===== src/pic_pkg.sv =====
// Shared constants and the source-to-trap-number map of the interrupt controller.
package pic_pkg;
    localparam int N_SRC_MAX = 56;
    localparam int IDX_W     = 6;
    localparam int TRAP_W    = 7;
    localparam int VEC_W     = 9;
    localparam int LVL_W     = 4;
    localparam int GRP_W     = 2;
    localparam int CW_W      = 8;
    localparam int N_HWTRAP  = 4;
    localparam int GRP_LSB   = 0;
    localparam int LVL_LSB   = 2;
    localparam int EN_BIT    = 6;
    localparam int REQ_BIT   = 7;
    localparam logic [CW_W-1:0] CW_RST = 8'h00;
    localparam int ADDR_W = 12;
    localparam logic [ADDR_W-1:0] ADDR_CW   = 12'h000;
    localparam logic [ADDR_W-1:0] ADDR_TFR  = 12'h100;
    localparam logic [ADDR_W-1:0] ADDR_IST  = 12'h104;
    localparam logic [ADDR_W-1:0] ADDR_IMSK = 12'h108;
    localparam logic [ADDR_W-1:0] ADDR_STAT = 12'h10c;
    localparam int IST_TRAP = 0;
    localparam int IST_ACK  = 1;
    localparam int IST_W    = 2;
    localparam int IDX_CC_MID = 16;
    localparam int IDX_CC_HI  = 29;
    localparam int IDX_CT0    = 32;
    localparam int IDX_CT7    = 34;
    localparam int IDX_GPT    = 36;
    localparam int IDX_SER    = 44;
    localparam int IDX_XP     = 52;
    localparam logic [TRAP_W-1:0] TN_CC_LO  = 7'h10;
    localparam logic [TRAP_W-1:0] TN_CC_MID = 7'h30;
    localparam logic [TRAP_W-1:0] TN_CC_HI  = 7'h44;
    localparam logic [TRAP_W-1:0] TN_CT0    = 7'h20;
    localparam logic [TRAP_W-1:0] TN_CT7    = 7'h3d;
    localparam logic [TRAP_W-1:0] TN_GPT    = 7'h22;
    localparam logic [TRAP_W-1:0] TN_XP     = 7'h40;
    // Serial ports then the pulse width unit, lowest index first.
    localparam logic [8*TRAP_W-1:0] TN_SER =
        {7'h3f, 7'h2f, 7'h2e, 7'h2d, 7'h2c, 7'h2b, 7'h47, 7'h2a};
    // Hardware traps, lowest priority first.
    localparam logic [N_HWTRAP*TRAP_W-1:0] TN_HW = {7'h02, 7'h04, 7'h06, 7'h0a};

    function automatic logic [TRAP_W-1:0] src_trap_num(input int idx);
        logic [TRAP_W-1:0] tn;
        tn = TN_XP + TRAP_W'(idx - IDX_XP);
        if (idx < IDX_CC_MID) begin
            tn = TN_CC_LO + TRAP_W'(idx);
        end else if (idx < IDX_CC_HI) begin
            tn = TN_CC_MID + TRAP_W'(idx - IDX_CC_MID);
        end else if (idx < IDX_CT0) begin
            tn = TN_CC_HI + TRAP_W'(idx - IDX_CC_HI);
        end else if (idx < IDX_CT7) begin
            tn = TN_CT0 + TRAP_W'(idx - IDX_CT0);
        end else if (idx < IDX_GPT) begin
            tn = TN_CT7 + TRAP_W'(idx - IDX_CT7);
        end else if (idx < IDX_SER) begin
            tn = TN_GPT + TRAP_W'(idx - IDX_GPT);
        end else if (idx < IDX_XP) begin
            tn = TN_SER[(idx - IDX_SER)*TRAP_W +: TRAP_W];
        end
        return tn;
    endfunction
endpackage


===== src/pic_arb_if.sv =====
// Interface between the register file and the request arbiter.
`timescale 1ns/1ps
interface pic_arb_if #(
    parameter int N = 56
);
    logic [pic_pkg::CW_W-1:0]  ctrl [N];
    logic                      win_valid;
    logic [pic_pkg::IDX_W-1:0] win_idx;
    logic [pic_pkg::LVL_W-1:0] win_lvl;
    modport arb (input ctrl, output win_valid, win_idx, win_lvl);
    modport top (output ctrl, input win_valid, win_idx, win_lvl);
endinterface


===== src/pic_arbiter.sv =====
// Registered priority arbiter over all enabled pending sources.
`timescale 1ns/1ps
module pic_arbiter #(
    parameter int N = 56
) (
    // Clock and reset.
    input wire logic clk_sys_i,
    input wire logic rst_n_i,
    // Control words in, winner out.
    pic_arb_if.arb   ab
);
    localparam int KEY_W = pic_pkg::LVL_W + pic_pkg::GRP_W;

    logic                      any_nxt;
    logic [pic_pkg::IDX_W-1:0] idx_nxt;
    logic [KEY_W-1:0]          key_nxt;

    always_comb begin
        logic [KEY_W-1:0] key;
        key     = '0;
        any_nxt = 1'b0;
        idx_nxt = '0;
        key_nxt = '0;
        for (int i = 0; i < N; i++) begin
            key = ab.ctrl[i][pic_pkg::GRP_LSB +: KEY_W];
            if (ab.ctrl[i][pic_pkg::REQ_BIT] && ab.ctrl[i][pic_pkg::EN_BIT] &&
                (!any_nxt || key > key_nxt)) begin
                any_nxt = 1'b1;
                idx_nxt = pic_pkg::IDX_W'(i);
                key_nxt = key;
            end
        end
    end

    always_ff @(posedge clk_sys_i or negedge rst_n_i) begin
        if (!rst_n_i) begin
            ab.win_valid <= 1'b0;
            ab.win_idx   <= '0;
            ab.win_lvl   <= '0;
        end else begin
            ab.win_valid <= any_nxt;
            ab.win_idx   <= idx_nxt;
            ab.win_lvl   <= key_nxt[pic_pkg::GRP_W +: pic_pkg::LVL_W];
        end
    end

    a_winner_enabled: assert property (@(posedge clk_sys_i) disable iff (!rst_n_i)
        ab.win_valid |-> $past(ab.ctrl[idx_nxt][pic_pkg::REQ_BIT] && ab.ctrl[idx_nxt][pic_pkg::EN_BIT]) &&
        ab.win_lvl == $past(ab.ctrl[idx_nxt][pic_pkg::LVL_LSB +: pic_pkg::LVL_W]))
        else $error("Arbiter winner without an enabled request.");
endmodule


===== src/pic_top.sv =====
// Prioritized interrupt controller top with APB registers and trap handling.
`timescale 1ns/1ps
module pic_top #(
    parameter int N_SRC = 56
) (
    // Clock and reset.
    input  wire logic                             clk_sys_i,
    input  wire logic                             rst_n_i,
    // APB slave.
    input  wire logic [pic_pkg::ADDR_W-1:0]       paddr_i,
    input  wire logic                             psel_i,
    input  wire logic                             penable_i,
    input  wire logic                             pwrite_i,
    input  wire logic [31:0]                      pwdata_i,
    input  wire logic [3:0]                       pstrb_i,
    output logic      [31:0]                      prdata_o,
    output logic                                  pready_o,
    output logic                                  pslverr_o,
    // Peripheral request and hardware trap events.
    input  wire logic [N_SRC-1:0]                 src_event_i,
    input  wire logic [pic_pkg::N_HWTRAP-1:0]     hw_trap_i,
    // Processor core handshake.
    input  wire logic [pic_pkg::LVL_W-1:0]        core_priority_level_i,
    input  wire logic                             core_ack_i,
    input  wire logic                             core_trap_ack_i,
    input  wire logic                             core_trap_done_i,
    output logic                                  int_req_o,
    output logic      [pic_pkg::TRAP_W-1:0]       int_trap_num_o,
    output logic      [pic_pkg::VEC_W-1:0]        int_vec_o,
    output logic      [pic_pkg::LVL_W-1:0]        int_lvl_o,
    output logic                                  trap_req_o,
    output logic      [pic_pkg::TRAP_W-1:0]       trap_num_o,
    output logic      [pic_pkg::VEC_W-1:0]        trap_vec_o,
    // Interrupt to the system.
    output logic                                  irq_o
);
    localparam int NT  = pic_pkg::N_HWTRAP;
    localparam int TLW = 3;

    initial begin
        if (N_SRC < 1 || N_SRC > pic_pkg::N_SRC_MAX) begin
            $error("N_SRC out of range.");
        end
    end

    pic_arb_if #(.N(N_SRC)) ab ();

    logic [pic_pkg::CW_W-1:0]   cw_r [N_SRC];
    logic [NT-1:0]              tfr_r;
    logic [NT-1:0]              tpend_r;
    logic [pic_pkg::IST_W-1:0]  ist_r;
    logic [pic_pkg::IST_W-1:0]  imsk_r;
    logic                       pready_r;
    logic                       pslverr_r;
    logic [31:0]                prdata_r;
    logic                       int_req_r;
    logic [pic_pkg::IDX_W-1:0]  int_idx_r;
    logic [pic_pkg::LVL_W-1:0]  int_lvl_r;
    logic                       int_blank_r;
    logic                       trap_req_r;
    logic [1:0]                 trap_idx_r;
    logic [TLW-1:0]             trap_level_r;
    logic                       trap_blank_r;
    logic                       irq_r;

    logic                       setup;
    logic                       access;
    logic                       wr_en;
    logic                       cw_hit;
    logic [pic_pkg::IDX_W-1:0]  cw_idx;
    logic                       addr_ok;
    logic [31:0]                rd_data;
    logic                       ack_fire;
    logic                       tack_fire;
    logic                       tpend_any;
    logic [1:0]                 ttop;

    always_comb begin
        for (int i = 0; i < N_SRC; i++) begin
            ab.ctrl[i] = cw_r[i];
        end
    end

    pic_arbiter #(.N(N_SRC)) u_arb (
        .clk_sys_i (clk_sys_i),
        .rst_n_i   (rst_n_i),
        .ab        (ab.arb)
    );

    // Bus decode: one wait-free access phase after every setup cycle.
    assign setup    = psel_i & ~penable_i;
    assign access   = psel_i & penable_i & pready_r;
    assign wr_en    = access & pwrite_i & ~pslverr_r & pstrb_i[0];
    assign cw_idx   = paddr_i[pic_pkg::IDX_W+1:2];
    assign cw_hit   = (paddr_i[1:0] == 2'b00) &&
                      (paddr_i < pic_pkg::ADDR_W'(N_SRC * 4));
    assign addr_ok  = cw_hit || paddr_i == pic_pkg::ADDR_TFR ||
                      paddr_i == pic_pkg::ADDR_IST || paddr_i == pic_pkg::ADDR_IMSK ||
                      paddr_i == pic_pkg::ADDR_STAT;
    assign ack_fire  = core_ack_i & int_req_r;
    assign tack_fire = core_trap_ack_i & trap_req_r;

    always_comb begin
        rd_data = 32'h0000_0000;
        if (cw_hit) begin
            rd_data[pic_pkg::CW_W-1:0] = cw_r[cw_idx];
        end else if (paddr_i == pic_pkg::ADDR_TFR) begin
            rd_data[NT-1:0] = tfr_r;
        end else if (paddr_i == pic_pkg::ADDR_IST) begin
            rd_data[pic_pkg::IST_W-1:0] = ist_r;
        end else if (paddr_i == pic_pkg::ADDR_IMSK) begin
            rd_data[pic_pkg::IST_W-1:0] = imsk_r;
        end else if (paddr_i == pic_pkg::ADDR_STAT) begin
            rd_data[14:0] = {trap_level_r, ab.win_valid, int_req_r, ab.win_lvl, ab.win_idx};
        end
    end

    always_ff @(posedge clk_sys_i or negedge rst_n_i) begin
        if (!rst_n_i) begin
            pready_r  <= 1'b0;
            pslverr_r <= 1'b0;
            prdata_r  <= 32'h0000_0000;
        end else begin
            pready_r  <= setup;
            pslverr_r <= setup & ~addr_ok;
            if (setup) begin
                prdata_r <= rd_data;
            end
        end
    end

    // Control words: write, hardware clear on acceptance, event set wins.
    always_ff @(posedge clk_sys_i or negedge rst_n_i) begin
        if (!rst_n_i) begin
            for (int i = 0; i < N_SRC; i++) begin
                cw_r[i] <= pic_pkg::CW_RST;
            end
        end else begin
            for (int i = 0; i < N_SRC; i++) begin
                logic [pic_pkg::CW_W-1:0] nxt;
                nxt = cw_r[i];
                if (wr_en && cw_hit && cw_idx == pic_pkg::IDX_W'(i)) begin
                    nxt = pwdata_i[pic_pkg::CW_W-1:0];
                end
                if (ack_fire && int_idx_r == pic_pkg::IDX_W'(i)) begin
                    nxt[pic_pkg::REQ_BIT] = 1'b0;
                end
                if (src_event_i[i]) begin
                    nxt[pic_pkg::REQ_BIT] = 1'b1;
                end
                cw_r[i] <= nxt;
            end
        end
    end

    // Standard request presented to the core.
    always_ff @(posedge clk_sys_i or negedge rst_n_i) begin
        if (!rst_n_i) begin
            int_req_r   <= 1'b0;
            int_idx_r   <= '0;
            int_lvl_r   <= '0;
            int_blank_r <= 1'b0;
        end else begin
            int_blank_r <= ack_fire;
            int_req_r   <= ab.win_valid && !ack_fire && !int_blank_r &&
                           ab.win_lvl > core_priority_level_i &&
                           trap_level_r == '0 && !trap_req_r;
            if (!int_req_r || ack_fire) begin
                int_idx_r <= ab.win_idx;
                int_lvl_r <= ab.win_lvl;
            end else if (ab.win_valid) begin
                int_idx_r <= ab.win_idx;
                int_lvl_r <= ab.win_lvl;
            end
        end
    end

    // Hardware traps: flags, pending set and service level.
    always_comb begin
        tpend_any = |tpend_r;
        ttop      = '0;
        for (int t = 0; t < NT; t++) begin
            if (tpend_r[t]) begin
                ttop = 2'(t);
            end
        end
    end

    always_ff @(posedge clk_sys_i or negedge rst_n_i) begin
        if (!rst_n_i) begin
            tfr_r <= '0;
        end else begin
            for (int t = 0; t < NT; t++) begin
                if (wr_en && paddr_i == pic_pkg::ADDR_TFR && pwdata_i[t]) begin
                    tfr_r[t] <= 1'b0;
                end
                if (hw_trap_i[t]) begin
                    tfr_r[t] <= 1'b1;
                end
            end
        end
    end

    always_ff @(posedge clk_sys_i or negedge rst_n_i) begin
        if (!rst_n_i) begin
            tpend_r      <= '0;
            trap_req_r   <= 1'b0;
            trap_idx_r   <= '0;
            trap_level_r <= '0;
            trap_blank_r <= 1'b0;
        end else begin
            for (int t = 0; t < NT; t++) begin
                if (tack_fire && trap_idx_r == 2'(t)) begin
                    tpend_r[t] <= 1'b0;
                end
                if (hw_trap_i[t]) begin
                    tpend_r[t] <= 1'b1;
                end
            end
            trap_blank_r <= tack_fire;
            trap_req_r   <= tpend_any && !tack_fire && !trap_blank_r &&
                            {1'b0, ttop} + 3'h1 >= trap_level_r;
            trap_idx_r   <= ttop;
            if (tack_fire) begin
                trap_level_r <= {1'b0, trap_idx_r} + 3'h1;
            end else if (core_trap_done_i) begin
                trap_level_r <= '0;
            end
        end
    end

    // Interrupt status, mask and system interrupt.
    always_ff @(posedge clk_sys_i or negedge rst_n_i) begin
        if (!rst_n_i) begin
            ist_r  <= '0;
            imsk_r <= '0;
            irq_r  <= 1'b0;
        end else begin
            if (wr_en && paddr_i == pic_pkg::ADDR_IMSK) begin
                imsk_r <= pwdata_i[pic_pkg::IST_W-1:0];
            end
            for (int b = 0; b < pic_pkg::IST_W; b++) begin
                if (wr_en && paddr_i == pic_pkg::ADDR_IST && pwdata_i[b]) begin
                    ist_r[b] <= 1'b0;
                end
            end
            if (|hw_trap_i) begin
                ist_r[pic_pkg::IST_TRAP] <= 1'b1;
            end
            if (ack_fire) begin
                ist_r[pic_pkg::IST_ACK] <= 1'b1;
            end
            irq_r <= |(ist_r & imsk_r);
        end
    end

    assign prdata_o       = prdata_r;
    assign pready_o       = pready_r;
    assign pslverr_o      = pslverr_r;
    assign int_req_o      = int_req_r;
    assign int_trap_num_o = pic_pkg::src_trap_num(int'(int_idx_r));
    assign int_vec_o      = {pic_pkg::src_trap_num(int'(int_idx_r)), 2'b00};
    assign int_lvl_o      = int_lvl_r;
    assign trap_req_o     = trap_req_r;
    assign trap_num_o     = pic_pkg::TN_HW[trap_idx_r*pic_pkg::TRAP_W +: pic_pkg::TRAP_W];
    assign trap_vec_o     = {trap_num_o, 2'b00};
    assign irq_o          = irq_r;

    a_vec_times_four: assert property (@(posedge clk_sys_i) disable iff (!rst_n_i)
        int_req_o |-> int_vec_o[pic_pkg::VEC_W-1:2] == int_trap_num_o && int_vec_o[1:0] == 2'b00)
        else $error("Vector is not four times the trap number.");

    a_cc_low_map: assert property (@(posedge clk_sys_i) disable iff (!rst_n_i)
        int_req_o && int_idx_r < pic_pkg::IDX_W'(pic_pkg::IDX_CC_MID) |->
        int_trap_num_o == pic_pkg::TN_CC_LO + pic_pkg::TRAP_W'(int_idx_r))
        else $error("Capture channel trap number wrong.");

    a_timer_map: assert property (@(posedge clk_sys_i) disable iff (!rst_n_i)
        int_req_o && int_idx_r == pic_pkg::IDX_W'(pic_pkg::IDX_CT7) |->
        int_trap_num_o == pic_pkg::TN_CT7)
        else $error("Capture timer trap number wrong.");

    a_trap_reacts: assert property (@(posedge clk_sys_i) disable iff (!rst_n_i)
        hw_trap_i[NT-1] |-> ##[1:3] ((trap_req_o && trap_idx_r == 2'(NT-1)) || trap_level_r == 3'(NT)))
        else $error("Hardware trap not presented.");

    a_trap_flagged: assert property (@(posedge clk_sys_i) disable iff (!rst_n_i)
        hw_trap_i[0] |=> tfr_r[0])
        else $error("Trap flag not set.");

    a_trap_preempt: assert property (@(posedge clk_sys_i) disable iff (!rst_n_i)
        trap_req_o |-> {1'b0, trap_idx_r} + 3'h1 >= trap_level_r)
        else $error("Trap presented below the service in progress.");

    a_trap_no_int: assert property (@(posedge clk_sys_i) disable iff (!rst_n_i)
        trap_level_r != '0 |=> !int_req_o)
        else $error("Standard request during trap service.");

    a_above_cpu: assert property (@(posedge clk_sys_i) disable iff (!rst_n_i)
        $rose(int_req_o) |-> int_lvl_o > $past(core_priority_level_i))
        else $error("Request not above processor priority.");

    a_ack_clears: assert property (@(posedge clk_sys_i) disable iff (!rst_n_i)
        ack_fire && !src_event_i[int_idx_r] && !wr_en |=> !cw_r[$past(int_idx_r)][pic_pkg::REQ_BIT])
        else $error("Accepted request flag not cleared.");

    a_high_byte_zero: assert property (@(posedge clk_sys_i) disable iff (!rst_n_i)
        setup && cw_hit |=> prdata_o[31:pic_pkg::CW_W] == '0)
        else $error("Reserved control word bits read non-zero.");
endmodule


===== config.mk =====
export PLATFORM = sky130hd
export DESIGN_NAME = pic_top
export DESIGN_NICKNAME = d
export VERILOG_FILES = /design/src/pic_pkg.sv /design/src/pic_arb_if.sv /design/src/pic_arbiter.sv /design/src/pic_top.sv
export SDC_FILE = /design/constraint.sdc
export NUM_CORES = 2
export LEC_CHECK = 0
export ABC_CLOCK_PERIOD_IN_PS = 123300
export BUFFER_PORTS_ARGS = -buffer_cell sky130_fd_sc_hd__buf_2
export CORE_UTILIZATION = 60
export CTS_CLUSTER_SIZE = 8
export DETAILED_ROUTE_END_ITERATION = 8
export PLACE_DENSITY = 0.86
export SLEW_MARGIN = 15
export SYNTH_ARGS = -nofsm -noshare
export SYNTH_HDL_FRONTEND = slang
export SYNTH_SLANG_ARGS = --single-unit

===== constraint.sdc =====
create_clock -name clk_sys_i -period 123.3 [get_ports clk_sys_i]
set_input_delay 12.33 -clock clk_sys_i [delete_from_list [all_inputs] [get_ports clk_sys_i]]
set_output_delay 12.33 -clock clk_sys_i [all_outputs]
set_load 0.005 [all_outputs]

# Word-level counts from Yosys, hierarchy flattened
# Cells that the tools add are included.
[totals] register_bits=508 output_inout_bits=73 elab_cells=1181 in_bits=120
[op_classes] add_sub_neg=16 n_bitwise=14 shifts=2 n_eq_ne=117 magnitude_cmp=66 mux=383 n_mul=2 n_reduce_logical=443
[op_table] cell="6-bit 2-to-1 mux" count=82
[op_table] cell="8-bit 2-to-1 mux" count=59
[op_table] cell="6-bit > comparator" count=55
[op_table] cell="6-bit equality test, second input constant" count=48
[op_table] cell="1-bit logical AND" count=246
[op_table] cell="6-bit by 5-bit equality test with 1-bit output, second input constant" count=32
[op_table] cell="1-bit 2-to-1 mux" count=190
[op_table] cell="3-bit nonzero test" count=56
[op_table] cell="6-bit by 4-bit equality test with 1-bit output, second input constant" count=16
[op_table] cell="5-bit 2-to-1 mux" count=16
[op_table] cell="1-bit logical NOT" count=61
[op_table] cell="1-bit logical OR" count=60
[op_table] cell="7-bit 2-to-1 mux" count=8
[op_table] cell="56-bit by 11-bit variable part select with 7-bit output, first input constant" count=1
[op_table] cell="8-bit binary-select mux with 6-bit select" count=1
[op_table] cell="12-bit by 9-bit equality test with 1-bit output, second input constant" count=4
[op_table] cell="6-bit by 3-bit equality test with 1-bit output, second input constant" count=8
[op_table] cell="4-bit 2-to-1 mux" count=11
[op_table] cell="6-bit by 6-bit subtractor with 7-bit output, second input constant" count=5
[op_table] cell="6-bit < comparator, second input constant" count=5
[op_table] cell="6-bit by 7-bit adder with 7-bit output, first input constant" count=4
[op_table] cell="28-bit by 6-bit variable part select with 7-bit output, first input constant" count=1
[op_table] cell="13-bit 2-to-1 mux" count=2
[op_table] cell="6-bit by 2-bit equality test with 1-bit output, second input constant" count=4
[op_table] cell="28 further kinds" count=68

# Logic depth before layout (Yosys ltp)
[logic_depth] depth_word=222 depth_mapped=575 ltp_nobuf=544

# By module
# From an unflattened synthesis, not the netlist that was laid out.
[hier_totals] cells_unflattened=4953 area_unflattened_um2=46106.7
[by_module_without_submodules] module="pic_top" cells_each=2000 n_inst=1 area_per_inst_um2=26028.7 seq_area_each_um2=12436.9
[by_module_without_submodules] module="pic_arbiter" cells_each=2953 n_inst=1 area_per_inst_um2=20078.0 seq_area_each_um2=275.3

# Worst setup path before layout
# Ideal clock, no wire load.
[synth_path] path_kind="register -> register" startpoint="reg cw_r, in the netlist ab.ctrl[447]" endpoint="reg u_arb.ab.win_idx[3]" path_buffers=33 t_required_ps=123235 arrival_time_ps=96913 period_less_slack_ps=96978 setup_slack_ps=26322 stages_incl_launch_ff=506 path_cell_list="dfrtp_1 and2_1 nand2_1 ha_1 nand4_1 o311ai_0 a31oi_1 clkbuf_1 o21ai_0 inv_1 ha_1 nand4_1 o311ai_0 a31o_2 clkbuf_1 o21ai_0 ha_1 nand4_1 [470 not listed] a21oi_1 nor2b_1 o22ai_1 a21oi_1 buf_2 a221oi_1 ha_1 nor2b_1 o21a_1 o21ai_0 nand2b_1 a21oi_1 nor2b_1 o22ai_1 a21oi_1 or3_1 nor3b_1 o21a_1"
[synth_via] elab_chain_len=222
[synth_rtl] element="start: declaration" line="pic_top.sv:48" text="logic [pic_pkg::CW_W-1:0] cw_r [N_SRC];"
[synth_rtl] element="start signal: indexed assignment" line="pic_top.sv:136" text="cw_r[i] <= pic_pkg::CW_RST;"
[synth_rtl] element="start signal: indexed assignment" line="pic_top.sv:151" text="cw_r[i] <= nxt;"
[synth_rtl] element="1-bit logical AND (*)" line="pic_arbiter.sv:26" text="if (ab.ctrl[i][pic_pkg::REQ_BIT] && ab.ctrl[i][pic_pkg::EN_BIT] &&"
[synth_rtl] element="6-bit 2-to-1 mux / 1-bit 2-to-1 mux (equally long branches)" line="pic_arbiter.sv:26"
[synth_rtl] element="6-bit > comparator / 1-bit logical NOT (equally long branches)" line="pic_arbiter.sv:27" text="(!any_nxt || key > key_nxt)) begin"
[synth_rtl] element="1-bit logical OR" line="pic_arbiter.sv:27"
[synth_rtl] element="1-bit logical AND" line="pic_arbiter.sv:26"
[synth_rtl] element="6-bit 2-to-1 mux / 1-bit 2-to-1 mux (equally long branches)" line="pic_arbiter.sv:26"
[synth_rtl] element="6-bit > comparator / 1-bit logical NOT (equally long branches)" line="pic_arbiter.sv:27"
[synth_rtl] element="1-bit logical OR" line="pic_arbiter.sv:27"
[synth_rtl] element="[207 not listed]"
[synth_rtl] element="1-bit logical OR" line="pic_arbiter.sv:27"
[synth_rtl] element="1-bit logical AND" line="pic_arbiter.sv:26"
[synth_rtl] element="6-bit 2-to-1 mux / 1-bit 2-to-1 mux (equally long branches)" line="pic_arbiter.sv:26"
[synth_rtl] element="6-bit > comparator / 1-bit logical NOT (equally long branches)" line="pic_arbiter.sv:27"
[synth_rtl] element="1-bit logical OR" line="pic_arbiter.sv:27"
[synth_rtl] element="1-bit logical AND" line="pic_arbiter.sv:26"
[synth_rtl] element="6-bit 2-to-1 mux (*)" line="pic_arbiter.sv:26"
[synth_rtl] element="via u_arb.idx_nxt (one bit)" line="pic_arbiter.sv:15" text="logic [pic_pkg::IDX_W-1:0] idx_nxt;"
[synth_rtl] element="end signal: assignment" line="pic_arbiter.sv:42" text="ab.win_idx <= idx_nxt;"
[synth_rtl] element="end: declaration" line="pic_arb_if.sv:10" text="modport arb (input ctrl, output win_valid, win_idx, win_lvl);"
# The timed path passes the listed nets; every way through them passes the cells marked *.
# A chain may end at the register's enable or synchronous reset.

# Worst setup path after layout
[layout_path] startpoint="reg cw_r, in the netlist ab.ctrl[447]" endpoint="reg u_arb.ab.win_idx[4]"
# Same word-level chain as after synthesis.

==> out/metrics.cfg <==
[outcome]
status=completed

[sta]
tns_ps=0
finalHoldViolCount=0
relSlewSlack=0.231
post-route-min-period_ps=114790
rsz0062_at_grt=no
fin_crit_sh=0.931
fmax_mhz=8.71
worstMarginPinSlew_ps=1150
slew_violations=0
finalSetupViolations=0
hold_slack_ps=416
finClkSkew_ps=25.2

[place]
hpwl_mm=103
gp_congestion=1.01
dp_cells=5691
numPortBuffers=136

[detailed_routing]
first_pass_iters=8
drtIter0Drc=4839
wl_per_cell_um=24.8
drc=0
routed_via_density=6.99
wl_mm=143
ant_nets=0
routed-via-count=40500

[critical_path]
cp_data_arrival_time_ps=115280
cp_max_fo=19
rr_startpoint=ab.ctrl[447]$_DFFE_PN0P_
slowest_delay_ps=880
slowest_stage=nor3_1
path_class=reg2reg
crit_family=compound AO/OA/AOI/OAI gates
r2r-end=u_arb.ab.win_idx[4]$_DFF_PN0_
start_kind=flip-flop
crit_required_ps=123780
ff2ff_path_depth=489
path_buf_inv=29
regToRegSetupSlack_ps=8510
end_kind=flip-flop
cp_common_cell=ha_1

[floorplanning]
io_pins=193
dieWidth_um=276
die_y_um=276
rows=99
start_util=0.611
die_area_mm2=0.0760
coreArea_mm2=0.0735

[clock_tree]
clock-sinks=508
cts_buffers=74
cts_hold_buf=0
path_clk_slew_ps=50
cts-root-buf=clkbuf_16
cts_tree=built
htreeDepth=3
postCtsResizedCells=0
post-cts-setup-buffer-count=0
clock_path_buffers=3
clock_latency_ps=630

[logic_synthesis]
yosys.area.top_type=dfrtp_1
postSynthAreaPerCell_um2=9.39
synth_top_area_frac=0.283
syn_area_mm2=0.0449
synth_cells=4786
synth_edf_count=0
synth_top_family_by_area=multiplexers
yosysMostFrequentCell=dfrtp_1
synth_ff_type=dfrtp_1
ys_warn_count=0
synth_xor_area_frac=0.0159
synth.top_cells.by_count=dfrtp_1 (508), nand2_1 (496), mux2_2 (462), nor2_1 (329), inv_1 (318)
synth_seq_area_share=0.283
yosysUniqueCellTypes=158
synthSimpleGateAreaFrac=0.151
yosys_register_bits=508
synth_area_leaders=dfrtp_1 (28%), mux2_2 (12%), ha_1 (7.7%), mux4_2 (6.9%), nand2_1 (4.1%)
synthMuxAreaShare=0.224
synth-compound-area-share=0.189
synth_fa_ha_area_frac=0.0823
synth-async-reset-ratio=1.00

[power]
p_per_area_mw_per_mm2=7.89
totalPowerFinal_uw=378
leakagePower_nw=22.5
ir_worst_vdd_mv=0.0100

[min_path]
holdPathStages=1
hp-start=trap_blank_r$_DFF_PN0_
worst_hold_path_type=reg2reg
whs_endpoint=trap_req_o$_DFF_PN0_

[global_routing]
grt_pass1_vias=39300
grt_max_degree=167
grt_usage=0.376
grt_pass1_wl_mm=222
antenna_found_initial=10
gr-total-overflow=0

[finish]
instances_no_fill=5785
fin_util=0.653
nets=5209
layout-drive-gt1-share=0.214
fillers=5594
multi_input_area_mm2=0.0299
syn_to_final_growth_pct=6.80
ff_latch_area_mm2=0.0127

[job]
drv_cap=0

## sequential cells by signal, summed over array words and instances, names as in the netlist
| register | flops |
|---|---|
| int_req_o | 1 |
| prdata_o | 15 |
| pslverr_o | 1 |
| imsk_r | 2 |
| ist_r | 2 |
| u_arb.ab.win_lvl | 4 |
| pready_o | 1 |
| tpend_r | 4 |
| trap_blank_r | 1 |
| u_arb.ab.win_valid | 1 |
| int_idx_r | 6 |
| trap_idx_r | 2 |
| ab.ctrl | 448 |
| int_lvl_o | 4 |
| trap_req_o | 1 |
| irq_o | 1 |
| tfr_r | 4 |
| int_blank_r | 1 |
| u_arb.ab.win_idx | 6 |
| trap_level_r | 3 |
## layout make-up
type                    instances  area share
flip-flops and latches        508       0.265
clock buffers                  83      0.0406
diodes                          5    0.000261
clock inverters                 6     0.00149
inverters                     320      0.0250
multi-input cells            3741       0.623
well taps                     959      0.0250
repair buffers                163      0.0191
## power by group
part           leakage, nW  internal (mW)  switching [mW]
sequential            6.75          0.168        0.000795
combinational         14.8        0.00645          0.0157
clock                0.991          0.110          0.0774
total                 22.5          0.285          0.0939
## how the worst max path moves through the flow
| stage | from | to | slack (ps) | cells past startpoint |
|---|---|---|---|---|
| 3_5_place_dp | ab.ctrl[446]$_DFFE_PN0P_ | u_arb.ab.win_idx[3]$_DFF_PN0_ | 11540 | 487 |
| 4_1_cts | ab.ctrl[446]$_DFFE_PN0P_ | u_arb.ab.win_idx[3]$_DFF_PN0_ | 10820 | 490 |
| 2_1_floorplan | ab.ctrl[447]$_DFFE_PN0P_ | u_arb.ab.win_idx[3]$_DFF_PN0_ | 26320 | 505 |
| 6_report | ab.ctrl[447]$_DFFE_PN0P_ | u_arb.ab.win_idx[4]$_DFF_PN0_ | 8510 | 489 |
| 5_1_grt | ab.ctrl[447]$_DFFE_PN0P_ | u_arb.ab.win_idx[4]$_DFF_PN0_ | 500 | 496 |
| 3_3_place_gp | ab.ctrl[447]$_DFFE_PN0P_ | u_arb.ab.win_idx[3]$_DFF_PN0_ | 13490 | 480 |
## layer usage
layer  wire, um  track usage  vias up
li1           -            -    17800
met4       8780        0.220        6
met3      16300       0.0856      565
met5         40            0        -
met2      63800        0.582     2521
met1      54600        0.484    19500
## cell families after synthesis
| kind of cell | after synthesis |
|---|---|
| AO/OA/AOI/OAI | 1156 |
| other | 1 |
| adder cells (fa/ha/maj) | 296 |
| AND/OR/NAND/NOR | 1411 |
| multiplexers | 769 |
| XOR/XNOR | 80 |
| buffers and inverters | 565 |
| flip-flops | 508 |
## metrics by stage
stage | setup slack (ps) | instance area, um^2
floorplan | 26320 | 45000
global placement | 13490 | 45900
detailed placement | 11540 | 45900
CTS | 10820 | 47900
global route | 495 | 48000
finish | 8510 | 48000
## cells in the final DEF, fill, tap and decap left out, types with 34 or more instances in the layout
master and instances:
ha_1 277, nand2_1 496, nor2_1 329, a21oi_1 205, a21o_1 77, and2_1 61, nand4_1 57, nor3_1 86
nand3_1 89, nand2b_1 37, o21bai_1 70, mux2_2 462, buf_2 133, xnor2_1 57, and3_1 41, o21ai_0 224
mux2i_1 156, dfrtp_1 508, nor2b_1 34, clkbuf_16 76, a31oi_1 48, inv_1 318, mux4_2 138
Note: power is estimated with default switching activity, not from simulation.
